$ cat config.mk
export PLATFORM = sky130hd
export DESIGN_NAME = pof_output_stage
export DESIGN_NICKNAME = d
export VERILOG_FILES = /design/src/pof_pkg.sv /design/src/pof_output_stage.sv
export SDC_FILE = /design/constraint.sdc
export NUM_CORES = 1
export LEC_CHECK = 0
export ABC_AREA = 1
export BUFFER_PORTS_ARGS = -buffer_cell sky130_fd_sc_hd__buf_2
export CAP_MARGIN = 25
export CORE_AREA = 8 8 84 86
export CTS_BUF_LIST = sky130_fd_sc_hd__clkbuf_8 sky130_fd_sc_hd__clkbuf_16
export CTS_CLUSTER_DIAMETER = 30
export DETAILED_ROUTE_END_ITERATION = 8
export DIE_AREA = 0 0 92 94
export PLACE_DENSITY = 0.82
export SLEW_MARGIN = 20
export SYNTH_ARGS = -nofsm -noshare
export SYNTH_HDL_FRONTEND = slang
export SYNTH_SLANG_ARGS = --single-unit
$ cat constraint.sdc
create_clock -name clock -period 1.3 [get_ports clock]
set_input_delay 0.065 -clock clock [delete_from_list [all_inputs] [get_ports clock]]
set_output_delay 0.065 -clock clock [all_outputs]
set_load 0.02 [all_outputs]
$ cat src/pof_pkg.sv
// Package for the PWM output swap and software force stage.
`default_nettype none
package pof_pkg;
  localparam int CHANNELS = 8;
  localparam int PAIRS = 4;
  localparam logic [7:0] OFS_SOFTWARE_OUTPUT_FORCE = 8'h94;
  localparam logic [7:0] OFS_PAIR_SWAP_CONTROL = 8'h90;
  localparam logic [7:0] OFS_SYNC_CONFIGURATION = 8'h8c;
  localparam int FORCE_VALUE_LSB = 8;
  localparam int FORCE_ENABLE_LSB = 0;
  localparam int INVERSION_SYNC_BIT = 4;
  localparam int FORCE_SYNC_BIT = 5;
  localparam logic [31:0] RESET_SOFTWARE_OUTPUT_FORCE = 32'h0000_0000;
  localparam logic [31:0] RESET_PAIR_SWAP_CONTROL = 32'h0000_0000;
  localparam logic [31:0] RESET_SYNC_CONFIGURATION = 32'h0000_0000;
  localparam logic [31:0] UNMAPPED_READ_VALUE = 32'h0000_0000;

  typedef struct packed {
    logic [7:0] value;
    logic [7:0] enable;
  } pof_force_t;

  typedef struct packed {
    logic read;
    logic write;
    logic [7:0] address;
    logic [31:0] writedata;
  } pof_bus_req_t;
endpackage
`default_nettype wire

$ cat src/pof_output_stage.sv
// Output swap and software force stage with an Avalon-MM register slave.
`default_nettype none
module pof_output_stage
  import pof_pkg::*;
#(
  parameter int NUM_CHANNELS = pof_pkg::CHANNELS
) (
  input wire logic clock,
  input wire logic rst_n,
  input wire logic [7:0] avs_address,
  input wire logic avs_read,
  input wire logic avs_write,
  input wire logic [31:0] avs_writedata,
  output logic [31:0] avs_readdata,
  output logic avs_waitrequest,
  input wire logic swap_sync_event,
  input wire logic force_sync_event,
  input wire logic [NUM_CHANNELS-1:0] raw_channel_out,
  output logic [NUM_CHANNELS-1:0] channel_pin_out
);
  import pof_pkg::*;

  // Data path: raw channel levels pass the pair swap, then the software force, then one
  // register stage before the pins. A change of the raw levels therefore shows on the
  // pins one clock later, and a change of an active control copy does as well.
  //
  // Control path: swap and force writes land in buffers. Each active copy either follows its
  // buffer on every clock or, when its sync select is set, only at its own sync event
  // pulse. A write that lands in the same cycle as a load is picked up by the next load,
  // never lost and never half applied.
  //
  // Bus timing: every access takes two cycles. The first cycle always waits; read data is
  // captured there and write data is stored at the second edge, where waitrequest is low.
  // A master that withdraws its request while waitrequest is high leaves the swap, force and
  // sync registers untouched; a withdrawn read has already loaded the read data register.
  //
  // Limitation: the force fields are eight bits wide, so only the first eight channels can
  // be forced when the channel count is raised.

  // Channels come in complementary pairs, so there are half as many pairs as channels.
  localparam int NP = NUM_CHANNELS / 2;

  // Register bus handshake.
  logic bus_request;
  logic wr_take;
  logic rd_take;
  logic sel_swap;
  logic sel_force;
  logic sel_sync;
  logic wr_swap;
  logic wr_force;
  logic wr_sync;
  logic answered_reg;
  logic answered_next;
  logic [31:0] readdata_reg;
  logic [31:0] readdata_next;

  // Write data split into the fields that each register keeps.
  logic [NP-1:0] swap_field;
  pof_force_t force_field;
  logic inversion_field;
  logic force_sync_field;

  // Read views of the three registers.
  logic [31:0] swap_word;
  logic [31:0] force_word;
  logic [31:0] sync_word;

  // Pair-swap enables: software fills the buffer, the output path uses the active copy.
  logic [NP-1:0] swap_buffer_reg;
  logic [NP-1:0] swap_buffer_next;
  logic [NP-1:0] swap_active_reg;
  logic [NP-1:0] swap_active_next;
  logic swap_load;

  // Software force fields, buffered in the same way.
  pof_force_t force_buffer_reg;
  pof_force_t force_buffer_next;
  pof_force_t force_active_reg;
  pof_force_t force_active_next;
  logic force_load;

  // Selects that decide whether the active copies follow their buffers on every clock.
  logic inversion_sync_select_reg;
  logic inversion_sync_select_next;
  logic force_sync_select_reg;
  logic force_sync_select_next;

  // Output path.
  logic [NUM_CHANNELS-1:0] swapped;
  logic [NUM_CHANNELS-1:0] forced;
  logic [NUM_CHANNELS-1:0] pin_reg;
  logic [NUM_CHANNELS-1:0] pin_next;

  // Every access waits exactly one cycle; the fixed latency keeps read data registered.
  assign bus_request = avs_read | avs_write;
  assign avs_waitrequest = bus_request & ~answered_reg;

  // A write lands only at the edge where waitrequest is low, where the master sees it done.
  assign wr_take = avs_write & answered_reg;

  // Read data is captured during the wait cycle, so it already stands when waitrequest drops.
  assign rd_take = avs_read & ~answered_reg;

  assign sel_swap = (avs_address == OFS_PAIR_SWAP_CONTROL);
  assign sel_force = (avs_address == OFS_SOFTWARE_OUTPUT_FORCE);
  assign sel_sync = (avs_address == OFS_SYNC_CONFIGURATION);

  // Writes to unmapped addresses match no strobe and are dropped.
  assign wr_swap = wr_take & sel_swap;
  assign wr_force = wr_take & sel_force;
  assign wr_sync = wr_take & sel_sync;

  assign swap_field = avs_writedata[NP-1:0];
  assign force_field = {avs_writedata[FORCE_VALUE_LSB +: 8], avs_writedata[FORCE_ENABLE_LSB +: 8]};
  assign inversion_field = avs_writedata[INVERSION_SYNC_BIT];
  assign force_sync_field = avs_writedata[FORCE_SYNC_BIT];

  assign avs_readdata = readdata_reg;
  assign channel_pin_out = pin_reg;

  always_comb begin
    answered_next = bus_request & ~answered_reg;
  end

  always_ff @(posedge clock) begin
    if (!rst_n) begin
      answered_reg <= 1'b0;
    end else begin
      answered_reg <= answered_next;
    end
  end

  // Reads return the active copies, so software sees what the pins really use.
  always_comb begin
    swap_word = UNMAPPED_READ_VALUE;
    swap_word[NP-1:0] = swap_active_reg;
  end

  always_comb begin
    force_word = UNMAPPED_READ_VALUE;
    force_word[FORCE_VALUE_LSB +: 8] = force_active_reg.value;
    force_word[FORCE_ENABLE_LSB +: 8] = force_active_reg.enable;
  end

  always_comb begin
    sync_word = UNMAPPED_READ_VALUE;
    sync_word[INVERSION_SYNC_BIT] = inversion_sync_select_reg;
    sync_word[FORCE_SYNC_BIT] = force_sync_select_reg;
  end

  // Unmapped addresses read as zero.
  always_comb begin
    readdata_next = readdata_reg;
    if (rd_take) begin
      unique case (avs_address)
        OFS_PAIR_SWAP_CONTROL: begin
          readdata_next = swap_word;
        end
        OFS_SOFTWARE_OUTPUT_FORCE: begin
          readdata_next = force_word;
        end
        OFS_SYNC_CONFIGURATION: begin
          readdata_next = sync_word;
        end
        default: begin
          readdata_next = UNMAPPED_READ_VALUE;
        end
      endcase
    end
  end

  always_ff @(posedge clock) begin
    if (!rst_n) begin
      readdata_reg <= 32'h0000_0000;
    end else begin
      readdata_reg <= readdata_next;
    end
  end

  // Loading every clock is the default; the select defers it to the PWM sync event instead.
  assign swap_load = ~inversion_sync_select_reg | swap_sync_event;

  always_comb begin
    swap_buffer_next = swap_buffer_reg;
    swap_active_next = swap_active_reg;
    if (wr_swap) begin
      swap_buffer_next = swap_field;
    end
    if (swap_load) begin
      swap_active_next = swap_buffer_reg;
    end
  end

  always_ff @(posedge clock) begin
    if (!rst_n) begin
      swap_buffer_reg <= RESET_PAIR_SWAP_CONTROL[NP-1:0];
      swap_active_reg <= RESET_PAIR_SWAP_CONTROL[NP-1:0];
    end else begin
      swap_buffer_reg <= swap_buffer_next;
      swap_active_reg <= swap_active_next;
    end
  end

  // The force fields load the same way under their own select and event.
  assign force_load = ~force_sync_select_reg | force_sync_event;

  always_comb begin
    force_buffer_next = force_buffer_reg;
    force_active_next = force_active_reg;
    if (wr_force) begin
      force_buffer_next = force_field;
    end
    if (force_load) begin
      force_active_next = force_buffer_reg;
    end
  end

  always_ff @(posedge clock) begin
    if (!rst_n) begin
      force_buffer_reg <= RESET_SOFTWARE_OUTPUT_FORCE[15:0];
      force_active_reg <= RESET_SOFTWARE_OUTPUT_FORCE[15:0];
    end else begin
      force_buffer_reg <= force_buffer_next;
      force_active_reg <= force_active_next;
    end
  end

  // The sync selects take effect at once; they have no buffer of their own.
  always_comb begin
    inversion_sync_select_next = inversion_sync_select_reg;
    if (wr_sync) begin
      inversion_sync_select_next = inversion_field;
    end
  end

  always_ff @(posedge clock) begin
    if (!rst_n) begin
      inversion_sync_select_reg <= RESET_SYNC_CONFIGURATION[INVERSION_SYNC_BIT];
    end else begin
      inversion_sync_select_reg <= inversion_sync_select_next;
    end
  end

  always_comb begin
    force_sync_select_next = force_sync_select_reg;
    if (wr_sync) begin
      force_sync_select_next = force_sync_field;
    end
  end

  always_ff @(posedge clock) begin
    if (!rst_n) begin
      force_sync_select_reg <= RESET_SYNC_CONFIGURATION[FORCE_SYNC_BIT];
    end else begin
      force_sync_select_reg <= force_sync_select_next;
    end
  end

  // Pair m covers channels 2m and 2m+1; forcing follows the swap, so a forced pin ignores inversion.
  genvar g;
  generate
    for (g = 0; g < NUM_CHANNELS; g++) begin : g_chan
      localparam int PAIR = g / 2;
      localparam int PARTNER = g ^ 1;
      logic own_level;
      logic partner_level;
      logic swap_on;
      logic force_on;
      logic force_level;
      assign own_level = raw_channel_out[g];
      assign partner_level = raw_channel_out[PARTNER];
      assign swap_on = swap_active_reg[PAIR];
      assign force_on = force_active_reg.enable[g];
      assign force_level = force_active_reg.value[g];
      assign swapped[g] = swap_on ? partner_level : own_level;
      assign forced[g] = force_on ? force_level : swapped[g];
    end
  endgenerate

  // The pins come from flip-flops so that no glitch of the select logic reaches a load.
  always_comb begin
    pin_next = forced;
  end

  always_ff @(posedge clock) begin
    if (!rst_n) begin
      pin_reg <= '0;
    end else begin
      pin_reg <= pin_next;
    end
  end
endmodule
`default_nettype wire

==> impl_metrics.csv <==
group,metric,value,unit
run_status,outcome,"finished, final reports clean",
setup_path,r2r-start,"answered_reg",
synthesis,ys_ff_latch,67,
power_and_ir_drop,leakage,0.00172,uW
floorplanning,pin_count,95,
min_path,hp-class,"in2reg",
setup_path,worstPathRequired,1.54,ns
cts,cts_made_buffers,9,
cells_and_area,nets,509,
cells_and_area,diodes,0,
setup_path,critPathMaxFanout,8,
synthesis,synth_fa_ha_area_share,0,%
placed_design,gp_congestion,0.831,
global_routing,grt_pass1_wl,11200,um
sta,period_minus_slack,1.19,ns
run,maxCapViolations,0,
sta,hold_violations,0,
synthesis,avgSynthCellArea,7.54,sq um
route,vias_per_cell,4.81,
setup_path,timing.rr.end,"swap_buffer_reg[1]",
floorplanning,die_x,92,um
setup_path,cp.arrival,1.43,ns
power_and_ir_drop,power_density,1220,nW/um^2
route,vias,2568,
placed_design,place_ws,0.000183,ns
setup_path,slowest_stage,"dfxtp_1",
cells_and_area,stdcell_count,534,
global_routing,grt_usage,15.9,%
cts,clock_path_buffers,2,
cts,clkLatencyLatePin,0.34,ns
synthesis,synth_xor_area_share,0,%
route,drt_iter0_markers,162,
cells_and_area,drive_gt1_share,24.2,%
sta,max_clock_freq,840,MHz
synthesis,synthMuxAreaShare,0,%
setup_path,r2r_setup_slack,0.11,ns
cts,clkSinkCount,67,
placed_design,port_buffers,62,
cts,htreeDepth,3,
floorplanning,fp.dieH,94,um
sta,slew_viol_final,0,
sta,finalSetupViolations,0,
cells_and_area,layout_commonest_cell,"dfxtp_1",
synthesis,yosys_warnings,0,
placed_design,hpwl,4960,um
synthesis,ys_seq_area_share,48.1,%
route,firstDrtPassIters,5,
setup_path,worst-path-stages,5,
placed_design,place_area,3150,sq um
global_routing,grt_pass1_vias,2472,
route,routed_wl,6800,um
synthesis,synth_compound_area_share,19.0,%
sta,setup_tns,0,ns
cts,cts_tree,"done",
route,remaining_drc_errors,0,
cts,clk_pin_slew_worst_paths,0.07,ns
floorplanning,placementRows,28,
sta,finalWorstSetupSlack,0.109,ns
placed_design,dp_cells,502,
synthesis,synthSimpleGateAreaFrac,20.2,%
synthesis,synthCells,370,
global_routing,antenna_found_initial,0,
floorplanning,dieArea,8650,sq um
setup_path,critPathCaptureType,"register",
setup_path,cp-startpoint,"answered_reg",
setup_path,crit_family,"flip-flops",
setup_path,crit_type,"reg2reg",
route,ant_nets,0,
route,wl_per_cell,12.7,um
setup_path,critPathBufInv,1,
setup_path,start_kind,"register",
cts,cts-root-buf,"clkbuf_8",
sta,fin_worst_skew,0.00331,ns
setup_path,path_cells,"nand2_1, inv_1, nand3_2, o21ai_0, a21oi_1",
floorplanning,core-area,5750,sq um
synthesis,synth_top_family_by_area,"simple AND/OR/NAND/NOR gates",
cells_and_area,final_area,3560,sq um
global_routing,grt_start_max_net_pins,51,
power_and_ir_drop,ir_drop,0.612,mV
cells_and_area,layout_common_cells,"66 x dfxtp_1, 62 x buf_2, 52 x o21ai_0, 48 x nor2_1, 44 x a21oi_1",
sta,period_share,91.6,%
sta,rsz0062_at_grt,"yes",
setup_path,critical_path.endpoint,"swap_buffer_reg[1]",
cells_and_area,syn_to_final_growth,27.8,%
global_routing,grt-ovfl-total,0,
synthesis,synth_area,2790,sq um
setup_path,max_stage_delay,0.33,ns
floorplanning,initial_utilization,48.6,%
synthesis,synth_cell_types,24,
setup_path,r2r_cells,5,
[cells by family after synthesis]
| family | count (synthesis) |
|---|---|
| AOI/OAI and AO/OA | 106 |
| buffers and inverters | 70 |
| DFF | 67 |
| other | 1 |
| and+or+nand+nor | 126 |
[metrics by stage]
stage                     hold WS [ns]  util (%)  total power (uW)
after global placement           0.288      54.8              2490
after global routing          -0.00100      62.0              4500
final                          0.00628      62.0              4330
after CTS                      0.00637      61.0              4360
after floorplan                  0.193         -              2390
after detailed placement         0.298      54.8              2500
[worst register-to-register path: stages, from the launching register on]
cell     delay, ns
dfxtp_1       0.33
nand2_1       0.15
inv_1         0.15
nand3_2       0.18
o21ai_0       0.23
a21oi_1       0.05
[Yosys cell counts, drive strengths merged]
library cell | number | share of area [%]
nand3 | 14 | 2.5
nor2 | 66 | 11
o21ai | 62 | 11
inv | 40 | 5.5
clkbuf | 8 | 1.1
clkinv | 1 | 0.13
conb | 1 | 0.13
buf | 21 | 5.9
nor3 | 1 | 0.18
a21oi | 44 | 7.9
nand2 | 45 | 6.5
dfxtp | 67 | 48
[worst min path at each step]
stage	from	endpoint	slack, ns	cells past startpoint
3_3_place_gp	avs_writedata[15]	force_buffer_reg[15]	0.29	3
2_1_floorplan	avs_writedata[10]	force_buffer_reg[10]	0.19	2
4_1_cts	rst_n	avs_readdata[12]	0.006	3
3_5_place_dp	avs_writedata[15]	force_buffer_reg[15]	0.30	3
5_1_grt	rst_n	avs_readdata[12]	-0.001	3
6_report	avs_writedata[9]	force_buffer_reg[9]	0.006	3
[report_power, final]
| part | switching, uW | internal [uW] |
|---|---|---|
| clock | 739 | 1100 |
| combinational | 244 | 146 |
| sequential | 13.8 | 2090 |
[layout make-up]
cell class              count  area (sq um)
clock buffers              10           138
clock inverters             5          71.3
fillers                   510          2180
inverters                  41           160
multi-input cells         248          1170
flip-flops and latches     67          1340
well taps                  75          93.8
repair buffers             88           586
[layer usage]
metal	global-route usage [%]	share of wire [%]
met5	0	0
met4	8.59	2.1
met3	5.12	7.9
met2	26.6	47
met1	17.7	43
[repair_timing]
action,CTS,global route
endpoints found under the setup margin,0,11
gates resized for setup,0,8
hold buffers,15,0
hold endpoints to repair,17,0
buffers inserted,0,1
No activity file was read; power rests on OpenSTA's default activity.
